==> src/inc/scsc_pkg.sv <==
package scsc_pkg;

    // ==========================================================
    // clock and tick generation
    // ==========================================================
    localparam longint unsigned REF_HZ    = 64'd200000000;
    localparam int              NCO_W     = 24;
    localparam longint unsigned FAST8_HZ  = 64'd8000000;
    localparam longint unsigned FAST12_HZ = 64'd12000000;
    localparam longint unsigned FAST16_HZ = 64'd16000000;
    localparam longint unsigned SLOW_RC_HZ = 64'd32000;
    localparam logic [NCO_W-1:0] FAST8_INC  = NCO_W'((FAST8_HZ << NCO_W) / REF_HZ);
    localparam logic [NCO_W-1:0] FAST12_INC = NCO_W'((FAST12_HZ << NCO_W) / REF_HZ);
    localparam logic [NCO_W-1:0] FAST16_INC = NCO_W'((FAST16_HZ << NCO_W) / REF_HZ);
    localparam logic [NCO_W-1:0] SLOW_INC   = NCO_W'((SLOW_RC_HZ << NCO_W) / REF_HZ);

    // ==========================================================
    // start-up counts, in source ticks
    // ==========================================================
    localparam logic [7:0] XTAL_READY_TICKS  = 8'h80;
    localparam logic [7:0] SLOWRC_READY_TICKS = 8'h01;
    localparam logic [4:0] FAST_READY_TICKS  = 5'h10;

    // ==========================================================
    // register map (byte addresses)
    // ==========================================================
    localparam logic [11:0] SYS_MODE_OFS = 12'h000;
    localparam logic [11:0] CLK_CTRL_OFS = 12'h004;

    localparam int MODE_SRC_LSB   = 5;
    localparam int MODE_SLOW_RDY  = 3;
    localparam int MODE_FAST_RDY  = 2;
    localparam int MODE_IDLE_EN   = 1;
    localparam int MODE_SPEED     = 0;
    localparam int CTRL_SYS_KEEP  = 7;
    localparam int CTRL_FREQ_LSB  = 4;
    localparam int CTRL_XTAL_LP   = 3;

    localparam logic [2:0] SRC_SEL_RST   = 3'h0;
    localparam logic       IDLE_EN_RST   = 1'b1;
    localparam logic       SPEED_RST     = 1'b1;
    localparam logic       SYS_KEEP_RST  = 1'b0;
    localparam logic [1:0] FREQ_SEL_RST  = 2'h0;
    localparam logic       XTAL_LP_RST   = 1'b0;

    // ==========================================================
    // encodings
    // ==========================================================
    typedef enum logic [1:0] {
        SCSC_F8MHZ  = 2'h0,
        SCSC_F12MHZ = 2'h1,
        SCSC_F16MHZ = 2'h2
    } scsc_freq_t;

    // active source: 0 = fast/1, k = fast/2^k (1..6), 7 = low speed
    localparam logic [2:0] SRC_FAST1 = 3'h0;
    localparam logic [2:0] SRC_SLOW  = 3'h7;

endpackage

==> src/scsc_nco.sv <==
`timescale 1ns/1ps
module scsc_nco
#(
    parameter int W = 24
)
(
    // clock and reset
    input  wire logic         ref_clk,
    input  wire logic         resetn,
    // control
    input  wire logic         run,
    input  wire logic [W-1:0] incr,
    // output
    output logic              tick
);

    logic [W-1:0] acc_ff;
    logic [W:0]   sum;

    assign sum = {1'b0, acc_ff} + {1'b0, incr};

    // ==========================================================
    // phase accumulator, one pulse per carry
    // ==========================================================
    // stopped oscillator keeps phase so restart needs no reset
    always_ff @(posedge ref_clk or negedge resetn)
    begin
        if (!resetn)
        begin
            acc_ff <= '0;
            tick   <= 1'b0;
        end
        else
        begin
            if (run)
            begin
                acc_ff <= sum[W-1:0];
            end
            tick <= run & sum[W];
        end
    end

endmodule

==> src/scsc_clk_ctrl.sv <==
`timescale 1ns/1ps
// Summary of operation
// - fast RC runs at 8, 12 or 16 MHz per two-bit frequency select
// - speed bit and source select pick fast or slow clock, changeable live
// - low-speed source is slow RC or watch crystal, fixed by option
// - every setting yields one fast and one slow source, never none
// - option decides crystal pins serve the crystal or general I/O
// - crystal low-power bit: zero quick-start, one low-power
// - sleep or idle stops the processor clock
// - low-speed oscillators also clock the watchdog and time base
// - low-speed clock runs independent of the system clock but stops in sleep until slow ready returns
// - crystal cannot clock the system or low-speed clock until its start-up delay has passed
// - select 000/001 low speed, 010..111 fast divided by 64 to 2
// - power-on clears crystal low-power bit, quick-start mode
// - switching to low speed stops the fast oscillator
// - slow ready rises 128 ticks after wake for crystal, 1 for RC
module scsc_clk_ctrl
(
    // clock and reset
    input  wire logic        ref_clk,
    input  wire logic        resetn,
    // apb slave
    input  wire logic        psel,
    input  wire logic        penable,
    input  wire logic        pwrite,
    input  wire logic [11:0] paddr,
    input  wire logic [31:0] pwdata,
    output logic      [31:0] prdata,
    output logic             pready,
    output logic             pslverr,
    // processor and option straps
    input  wire logic        cpu_halt,
    input  wire logic        cfg_slow_xtal,
    input  wire logic        cfg_xtal_pins,
    // crystal pins
    input  wire logic        xt1_in,
    input  wire logic        xt2_in,
    output logic             xt1_out,
    output logic             xt1_oe,
    output logic             xt2_out,
    output logic             xt2_oe,
    // pin-shared general I/O
    input  wire logic [1:0]  gpio_out,
    input  wire logic [1:0]  gpio_oe,
    output logic      [1:0]  gpio_in,
    // clock enables and oscillator controls
    output logic             cpu_clk_en,
    output logic             sys_clk_en,
    output logic             low_speed_clk_en,
    output logic             wdt_clk_en,
    output logic             tbase_clk_en,
    output logic             fast_osc_on,
    output logic             crystal_low_power
);

    // ==========================================================
    // registers and straps
    // ==========================================================
    logic [2:0] sysclk_source_sel_ff;
    logic       speed_select_bit_ff;
    logic       idle_en_ff;
    logic       sys_keep_ff;
    logic [1:0] fast_rc_freq_sel_ff;
    logic       crystal_low_power_bit_ff;
    logic       strap_done_ff;
    logic       slow_xtal_ff;
    logic       xtal_pins_ff;
    logic       slow_rdy_ff;
    logic       fast_rdy_ff;
    logic [7:0] slow_cnt_ff;
    logic [4:0] fast_cnt_ff;
    logic [5:0] div_cnt_ff;
    logic [2:0] cur_src_ff;
    logic [1:0] s1_ff, s2_ff, s3_ff;
    logic       xt_lvl_ff;
    logic       xt_edge_ff;

    logic       wr_en, rd_en, hit_mode, hit_ctrl;
    logic [scsc_pkg::NCO_W-1:0] fast_inc;
    logic       fast_tick, rc_tick, slow_raw, slow_tick;
    logic       sleep, stop_sys, fast_en;
    logic [2:0] want_src;
    logic       cur_tick, want_rdy, cur_dead;
    logic [7:0] slow_target;

    localparam int NCO_W_L = scsc_pkg::NCO_W;

    assign wr_en    = psel & penable & pready & pwrite;
    assign rd_en    = psel & penable & ~pready & ~pwrite;
    assign hit_mode = (paddr == scsc_pkg::SYS_MODE_OFS);
    assign hit_ctrl = (paddr == scsc_pkg::CLK_CTRL_OFS);

    // one wait state: ready rises on the second access cycle
    always_ff @(posedge ref_clk or negedge resetn)
    begin
        if (!resetn)
        begin
            pready  <= 1'b0;
            pslverr <= 1'b0;
            prdata  <= 32'h0000_0000;
        end
        else
        begin
            pready  <= psel & penable & ~pready;
            pslverr <= psel & penable & ~pready & ~(hit_mode | hit_ctrl);
            if (rd_en)
            begin
                prdata <= 32'h0000_0000;
                if (hit_mode)
                begin
                    prdata[7:0] <= {sysclk_source_sel_ff, 1'b0, slow_rdy_ff, fast_rdy_ff,
                                    idle_en_ff, speed_select_bit_ff};
                end
                else if (hit_ctrl)
                begin
                    prdata[7:0] <= {sys_keep_ff, 1'b0, fast_rc_freq_sel_ff,
                                    crystal_low_power_bit_ff, 3'h0};
                end
            end
        end
    end

    always_ff @(posedge ref_clk or negedge resetn)
    begin
        if (!resetn)
        begin
            sysclk_source_sel_ff     <= scsc_pkg::SRC_SEL_RST;
            speed_select_bit_ff      <= scsc_pkg::SPEED_RST;
            idle_en_ff               <= scsc_pkg::IDLE_EN_RST;
            sys_keep_ff              <= scsc_pkg::SYS_KEEP_RST;
            fast_rc_freq_sel_ff      <= scsc_pkg::FREQ_SEL_RST;
            crystal_low_power_bit_ff <= scsc_pkg::XTAL_LP_RST;
        end
        else if (wr_en && hit_mode)
        begin
            sysclk_source_sel_ff <= pwdata[scsc_pkg::MODE_SRC_LSB +: 3];
            idle_en_ff           <= pwdata[scsc_pkg::MODE_IDLE_EN];
            speed_select_bit_ff  <= pwdata[scsc_pkg::MODE_SPEED];
        end
        else if (wr_en && hit_ctrl)
        begin
            sys_keep_ff              <= pwdata[scsc_pkg::CTRL_SYS_KEEP];
            fast_rc_freq_sel_ff      <= pwdata[scsc_pkg::CTRL_FREQ_LSB +: 2];
            crystal_low_power_bit_ff <= pwdata[scsc_pkg::CTRL_XTAL_LP];
        end
    end

    // options are caught once, the first edge after reset release
    always_ff @(posedge ref_clk or negedge resetn)
    begin
        if (!resetn)
        begin
            strap_done_ff <= 1'b0;
            slow_xtal_ff  <= 1'b0;
            xtal_pins_ff  <= 1'b0;
        end
        else if (!strap_done_ff)
        begin
            strap_done_ff <= 1'b1;
            slow_xtal_ff  <= cfg_slow_xtal;
            xtal_pins_ff  <= cfg_xtal_pins;
        end
    end

    // ==========================================================
    // crystal pins and synchroniser
    // ==========================================================
    always_ff @(posedge ref_clk or negedge resetn)
    begin
        if (!resetn)
        begin
            s1_ff      <= 2'h0;
            s2_ff      <= 2'h0;
            s3_ff      <= 2'h0;
            xt_lvl_ff  <= 1'b0;
            xt_edge_ff <= 1'b0;
            gpio_in    <= 2'h0;
        end
        else
        begin
            s1_ff      <= {xt2_in, xt1_in};
            s2_ff      <= s1_ff;
            s3_ff      <= s2_ff;
            xt_edge_ff <= 1'b0;
            if (s2_ff[0] == s3_ff[0])
            begin
                xt_lvl_ff  <= s3_ff[0];
                xt_edge_ff <= s3_ff[0] & ~xt_lvl_ff;
            end
            gpio_in <= s3_ff;
        end
    end

    // amplifier across the crystal, or plain I/O when the option frees the pins
    always_ff @(posedge ref_clk or negedge resetn)
    begin
        if (!resetn)
        begin
            xt1_out <= 1'b0;
            xt1_oe  <= 1'b0;
            xt2_out <= 1'b0;
            xt2_oe  <= 1'b0;
        end
        else if (xtal_pins_ff && strap_done_ff)
        begin
            xt1_out <= 1'b0;
            xt1_oe  <= 1'b0;
            xt2_out <= ~xt_lvl_ff;
            xt2_oe  <= 1'b1;
        end
        else
        begin
            xt1_out <= gpio_out[0];
            xt1_oe  <= gpio_oe[0];
            xt2_out <= gpio_out[1];
            xt2_oe  <= gpio_oe[1];
        end
    end

    // ==========================================================
    // oscillators
    // ==========================================================
    always_comb
    begin
        case (scsc_pkg::scsc_freq_t'(fast_rc_freq_sel_ff))
            scsc_pkg::SCSC_F12MHZ: fast_inc = scsc_pkg::FAST12_INC;
            scsc_pkg::SCSC_F16MHZ: fast_inc = scsc_pkg::FAST16_INC;
            default:               fast_inc = scsc_pkg::FAST8_INC;
        endcase
    end

    scsc_nco #(.W(NCO_W_L)) u_fast_rc_osc
    (
        .ref_clk (ref_clk),
        .resetn  (resetn),
        .run     (fast_osc_on),
        .incr    (fast_inc),
        .tick    (fast_tick)
    );

    scsc_nco #(.W(NCO_W_L)) u_slow_rc_osc
    (
        .ref_clk (ref_clk),
        .resetn  (resetn),
        .run     (strap_done_ff & ~slow_xtal_ff),
        .incr    (scsc_pkg::SLOW_INC),
        .tick    (rc_tick)
    );

    assign slow_raw    = slow_xtal_ff ? xt_edge_ff : rc_tick;
    assign slow_tick   = slow_raw & slow_rdy_ff;
    assign slow_target = slow_xtal_ff ? scsc_pkg::XTAL_READY_TICKS
                                      : scsc_pkg::SLOWRC_READY_TICKS;
    assign sleep       = cpu_halt & ~idle_en_ff;
    assign stop_sys    = cpu_halt & ~(idle_en_ff & sys_keep_ff);

    // ready after power-up and after each wake, low while asleep
    always_ff @(posedge ref_clk or negedge resetn)
    begin
        if (!resetn)
        begin
            slow_rdy_ff <= 1'b0;
            slow_cnt_ff <= 8'h00;
        end
        else if (sleep)
        begin
            slow_rdy_ff <= 1'b0;
            slow_cnt_ff <= 8'h00;
        end
        else if (!slow_rdy_ff && slow_raw)
        begin
            slow_cnt_ff <= slow_cnt_ff + 8'h01;
            slow_rdy_ff <= (slow_cnt_ff + 8'h01) >= slow_target;
        end
    end

    // ==========================================================
    // source choice and glitch-free switch
    // ==========================================================
    always_comb
    begin
        if (speed_select_bit_ff)
        begin
            want_src = scsc_pkg::SRC_FAST1;
        end
        else if (sysclk_source_sel_ff[2:1] == 2'h0)
        begin
            want_src = scsc_pkg::SRC_SLOW;
        end
        else
        begin
            want_src = 3'(4'h8 - {1'b0, sysclk_source_sel_ff});
        end
    end

    function automatic logic src_tick(input logic [2:0] src, input logic [5:0] cnt,
                                      input logic ft, input logic st);
        logic [5:0] mask;
        mask = 6'((7'h01 << src) - 7'h01);
        if (src == scsc_pkg::SRC_SLOW)
        begin
            src_tick = st;
        end
        else
        begin
            src_tick = ft & ((cnt & mask) == mask);
        end
    endfunction

    assign cur_tick = src_tick(cur_src_ff, div_cnt_ff, fast_tick, slow_tick);
    assign want_rdy = (want_src == scsc_pkg::SRC_SLOW) ? slow_rdy_ff : fast_rdy_ff;
    assign cur_dead = (cur_src_ff != scsc_pkg::SRC_SLOW) & ~fast_osc_on;
    // fast stays on until the switch to low speed has landed
    assign fast_en  = ~stop_sys & ((want_src != scsc_pkg::SRC_SLOW) |
                                   (cur_src_ff != scsc_pkg::SRC_SLOW));

    // switch only on the old source's pulse, or at once when the old fast source is stopped: no runt period either side
    always_ff @(posedge ref_clk or negedge resetn)
    begin
        if (!resetn)
        begin
            cur_src_ff <= scsc_pkg::SRC_FAST1;
        end
        else if ((want_src != cur_src_ff) && want_rdy && (cur_tick || cur_dead))
        begin
            cur_src_ff <= want_src;
        end
    end

    always_ff @(posedge ref_clk or negedge resetn)
    begin
        if (!resetn)
        begin
            fast_osc_on <= 1'b0;
            fast_rdy_ff <= 1'b0;
            fast_cnt_ff <= 5'h00;
            div_cnt_ff  <= 6'h00;
        end
        else
        begin
            fast_osc_on <= fast_en;
            if (!fast_osc_on)
            begin
                fast_rdy_ff <= 1'b0;
                fast_cnt_ff <= 5'h00;
            end
            else if (fast_tick && !fast_rdy_ff)
            begin
                fast_cnt_ff <= fast_cnt_ff + 5'h01;
                fast_rdy_ff <= (fast_cnt_ff + 5'h01) == scsc_pkg::FAST_READY_TICKS;
            end
            if (fast_tick)
            begin
                div_cnt_ff <= div_cnt_ff + 6'h01;
            end
        end
    end

    // ==========================================================
    // clock enables
    // ==========================================================
    always_ff @(posedge ref_clk or negedge resetn)
    begin
        if (!resetn)
        begin
            cpu_clk_en        <= 1'b0;
            sys_clk_en        <= 1'b0;
            low_speed_clk_en  <= 1'b0;
            wdt_clk_en        <= 1'b0;
            tbase_clk_en      <= 1'b0;
            crystal_low_power <= 1'b0;
        end
        else
        begin
            cpu_clk_en        <= cur_tick & ~cpu_halt;
            sys_clk_en        <= cur_tick & ~stop_sys;
            low_speed_clk_en  <= slow_tick;
            wdt_clk_en        <= slow_raw;
            tbase_clk_en      <= slow_raw;
            crystal_low_power <= crystal_low_power_bit_ff;
        end
    end

    // ==========================================================
    // checks
    // ==========================================================
    a_fast_stops: assert property (@(posedge ref_clk) disable iff (!resetn)
        (cur_src_ff == scsc_pkg::SRC_SLOW && want_src == scsc_pkg::SRC_SLOW)
        |=> !fast_osc_on)
        else $error("fast oscillator still on in low speed");
    a_cpu_halted: assert property (@(posedge ref_clk) disable iff (!resetn)
        cpu_halt |=> !cpu_clk_en)
        else $error("processor clock pulsed while halted");
    a_pins_crystal: assert property (@(posedge ref_clk) disable iff (!resetn)
        (strap_done_ff && xtal_pins_ff) |=> (xt2_oe && !xt1_oe))
        else $error("crystal pins not given to oscillator");
    a_lp_at_por: assert property (@(posedge ref_clk) disable iff (!resetn)
        !strap_done_ff |-> !crystal_low_power_bit_ff && !crystal_low_power)
        else $error("low-power bit set after power-on");
    a_xtal_wait: assert property (@(posedge ref_clk) disable iff (!resetn)
        ($rose(slow_rdy_ff) && slow_xtal_ff) |-> $past(slow_cnt_ff) == 8'h7F)
        else $error("crystal ready before 128 ticks");
    a_sleep_rdy: assert property (@(posedge ref_clk) disable iff (!resetn)
        sleep |=> !slow_rdy_ff)
        else $error("slow ready high in sleep");
    a_div64_sel: assert property (@(posedge ref_clk) disable iff (!resetn)
        (cur_src_ff == 3'h6 && cur_tick) |-> div_cnt_ff == 6'h3F)
        else $error("divide by 64 pulse off phase");
    a_tick_source: assert property (@(posedge ref_clk) disable iff (!resetn)
        cur_tick |-> (fast_tick || slow_tick))
        else $error("system pulse without source pulse");
    a_div_runs: assert property (@(posedge ref_clk) disable iff (!resetn)
        fast_tick |=> div_cnt_ff == 6'($past(div_cnt_ff) + 6'h01))
        else $error("fast divider missed a tick");
    a_switch_edge: assert property (@(posedge ref_clk) disable iff (!resetn)
        (cur_src_ff != $past(cur_src_ff)) |-> $past(cur_tick || cur_dead))
        else $error("source switched between pulses");

endmodule

==> config.mk <==
export PLATFORM = sky130hd
export DESIGN_NAME = scsc_clk_ctrl
export DESIGN_NICKNAME = d
export VERILOG_FILES = /design/src/inc/scsc_pkg.sv /design/src/scsc_nco.sv /design/src/scsc_clk_ctrl.sv
export SDC_FILE = /design/constraint.sdc
export NUM_CORES = 1
export LEC_CHECK = 0
export BUFFER_PORTS_ARGS = -buffer_cell sky130_fd_sc_hd__buf_2
export CAP_MARGIN = 20
export CORE_MARGIN = 1
export CORE_UTILIZATION = 53
export DETAILED_ROUTE_END_ITERATION = 7
export PLACE_DENSITY_LB_ADDON = 0.1
export SETUP_SLACK_MARGIN = 0.5
export SLEW_MARGIN = 10
export SYNTH_ARGS = -nofsm -noshare
export SYNTH_HDL_FRONTEND = slang
export SYNTH_HIERARCHICAL = 1
export SYNTH_SLANG_ARGS = --single-unit
==> constraint.sdc <==
create_clock -name ref_clk -period 2.97 [get_ports ref_clk]
set_clock_uncertainty 0.05 [all_clocks]
set_input_delay 0.1485 -clock ref_clk [delete_from_list [all_inputs] [get_ports ref_clk]]
set_output_delay 0.1485 -clock ref_clk [all_outputs]
set_load 0.02 [all_outputs]
==> run summary <==
status - finished, final reports clean
Area after DPL - 8310 um^2
post-synthesis instance total - 804
largest family of logic cells by synthesized area - compound AO/OA/AOI/OAI gates
max-slew violations - 0
Mean Syn Cell Area - 9.64 um^2
Synth Flop Type - dfrtp_1
sequential share of the synthesized area - 0.375
CP Capture Type - flop
leakage power total - 4.34 nW
area grow syn2layout - 23.4%
die span in x - 123 um
Max Freq - 374 MHz
number of diodes - 0
Period Utilization, post-route - 0.900
PnR worst setup slack - 296 ps
gr ovfl total - 0
setup TNS - 0 ps
wire per inst - 15.7 um
die height - 123 um
RePlAce Congestion - 0.888
Core Footprint - 14100 um^2
post-synthesis adder-cell area fraction - 0.102
# fillers - 1101
vias after detailed routing - 6353
multi-input logic area - 5070 um^2
worst slack, placed - 62.2 ps
hpwl dp - 12.3 mm
Final min period - 2670 ps
Crit Path Category - reg2reg
I/O Buffers - 55
Max FO, Critical Path - 3
clk slew on worst S/H paths - 50 ps
dominant cell type by area after synthesis - dfrtp_1
Clk pwr share - 0.246
Total GRT Usage - 0.241
MaxCap Viol Count - 0
Synth cell types - 67
post-route ant nets - 0
total chip power - 0.00882 W
Reg area - 2910 um^2
Power Dens Cells - 922 nW/um^2
drt total wl - 17.6 mm
Critical Path RT - 3220 ps
layout cells sized above 1 - 0.244
I/O pin cnt - 105
post-synthesis register bit count - 116
Iteration-0 DRC Markers - 367
fin nets - 1044
clock sinks - 116
Worst path most repeated cell - ha_4
Compound-Gate Fraction of Synth Area - 0.187
initial antenna violation count - 0
post-synthesis mux area share - 0.0730
Row Count - 43
switching pwr - 0.00338 W
Net Sw Frac - 0.384
Reg power frac - 0.259
Tightest Hold Check Type - in2reg
critical path's slowest cell - dfrtp_1
Slew @ Worst Pin - 686 ps
CTS H-tree depth - 4
via count of the first global-routing pass - 6186
largest net degree at the start of global routing - 58
Slew headroom - 0.542
CTS tree - done
Worst path max stage delay - 420 ps
worst skew pair latency - 420 ps
Vias/cell - 5.69
Root Driver - clkbuf_16
P_int - 0.00544 W
CP cell instances - ha_4, ha_4, fa_2, a21o_1, a221o_1, a221oi_4, o21ai_2, xor2_1, mux2_2
Logic pwr share - 0.495
global-route wire length before repair - 28.4 mm
share of the synthesized area in the top cell type - 0.368
# DRC - 0
CTS Buffer Depth - 2
Max IR drop VDD - 677 uV
CP arrival - 2930 ps
Post-Synth XOR/XNOR Area - 0.0621
final instance area - 9570 um^2
share of the core filled with cells - 0.679
starting density of the core - 0.550
kind of start point of the critical path - flop
Synth Cell Area - 7750 um^2
die area - 15100 um^2
Post-Synth Simple-Gate Area - 0.151
Fin. Hold Viols - 0
RSZ-0062 raised after global routing - true
Detailed Routing Iterations Pass 1 - 5
Post-synth EDFFs - 0
Warnings, synthesis - 6
CTS Buf Count - 17
final setup fails - 0
top post-synthesis cells by area - dfrtp_1, ha_1, mux2_2, xnor2_1, nand2_1
post-synthesis async set-or-reset flop share - 1.00
==> area by class of cell <==
cell class                      count  area share
Inverter                           21     0.00824
Sequential cell                   116       0.304
Multi-Input combinational cell    672       0.530
Tap cell                          180      0.0235
Timing Repair Buffer               97      0.0691
Clock buffer                       24      0.0535
Clock inverter                      7      0.0124
==> layer usage <==
metal	vias to the layer above	share of wire	GRT usage	wire [um]
met2	142	0.49	0.413	8650
li1	3090	-	-	-
met4	0	0.013	0.0846	237
met5	-	0	0	0
met3	17	0.039	0.0503	685
met1	3104	0.46	0.301	8010
==> flip-flops by register name, indices dropped and copies added, names as in the netlist, 2 cells and up <==
register              cells
fast_cnt_ff               5
s1_ff                     2
u_slow_rc_osc/acc_ff     24
cur_src_ff                3
s2_ff                     2
slow_cnt_ff               8
u_fast_rc_osc/acc_ff     24
sysclk_source_sel_ff      3
prdata                    8
fast_rc_freq_sel_ff       2
s3_ff                     2
gpio_in                   2
div_cnt_ff                6
==> synth_stat cells, types with 7 or more instances <==
library cell and n:
o21ai_0 43, buf_4 25, a211oi_1 9, xor2_1 19
o211ai_1 8, nor2b_1 10, mux2_2 36, mux2i_1 10
a21oi_1 47, nor3_1 13, a22oi_1 7, nand4_1 22
ha_1 59, nand3_1 16, xnor2_1 36, and2_1 15
o21a_1 8, clkbuf_1 21, inv_1 20, nand2_1 71
a21o_1 13, nor2_1 58, and3_1 11, dfrtp_1 114
==> cell usage in the layout (no fill, tap or decap), types with 22 or more instances in the layout <==
cell / Yosys / final
a21oi_1: 47 / 41
buf_2: 3 / 54
mux2_2: 36 / 35
nand4_1: 22 / 22
ha_1: 59 / 40
dfrtp_1: 114 / 114
o21ai_0: 43 / 35
nor2_1: 58 / 56
conb_1: 2 / 60
nand2_1: 71 / 70
xnor2_1: 36 / 36
==> path summary, 6_finish.rpt <==
| path | endpoint | cells after the start | from | slack (ps) |
|---|---|---|---|---|
| max in group asynchronous | u_fast_rc_osc/acc_ff[18] | 3 | resetn | 1940 |
| hold / removal | prdata[4] | 4 | paddr[4] | 60 |
| hold reg to reg | s2_ff[0] | 0 | s1_ff[0] | 300 |
| min in group asynchronous | xtal_pins_ff | 2 | resetn | 200 |
| setup reg to reg | u_fast_rc_osc/acc_ff[16] | 9 | fast_rc_freq_sel_ff[1] | 300 |
| setup / recovery | u_fast_rc_osc/acc_ff[16] | 9 | fast_rc_freq_sel_ff[1] | 300 |
==> per-stage QoR <==
step / hold WS, ps / std cells
final: 55.8 / 1117
after global routing: 70.8 / 1117
after CTS: 60.3 / 1113
after detailed placement: 105 / 1055
after global placement: 90.2 / 1055
after floorplan: -197 / 862
==> logic make-up (layout without fill, tap and decap cells) <==
kind of cell               count (synthesis)  after routing
and+or+nand+nor                          238            238
AOI/OAI and AO/OA                        207            207
DFF                                      116            116
buffers and inverters                     74            149
adders and majority gates                 62             62
xor gates and xnor gates                  55             55
muxes                                     50             50
other                                      2             60
==> what timing repair did <==
item                                    in CTS  in global routing
hold buffers                                19                  0
cloned                                       0                  0
resized for setup                           22                 47
hold endpoints to repair                    54                  0
endpoints found under the setup margin      17                 20
pin swaps                                   19                 10
buffers inserted                             8                  4
==> worst max-delay path: cells and delay by family (launching register included) <==
kind	cells	cell delay (ps)
multiplexers	1	270
AO/OA/AOI/OAI	4	970
XOR/XNOR	1	140
flip-flops	1	420
adder cells (fa/ha/maj)	3	690
==> power groups by stage <==
stage | Combinational (W) | Sequential (W) | Clock (W)
2_1_floorplan | 0.00309 | 0.00222 | 0
3_3_place_gp | 0.00365 | 0.00226 | 0
3_5_place_dp | 0.00374 | 0.00228 | 0
4_1_cts | 0.00395 | 0.00226 | 0.00220
5_1_grt | 0.00480 | 0.00234 | 0.00228
6_report | 0.00436 | 0.00228 | 0.00217
No activity file was read; power rests on OpenSTA's default activity.
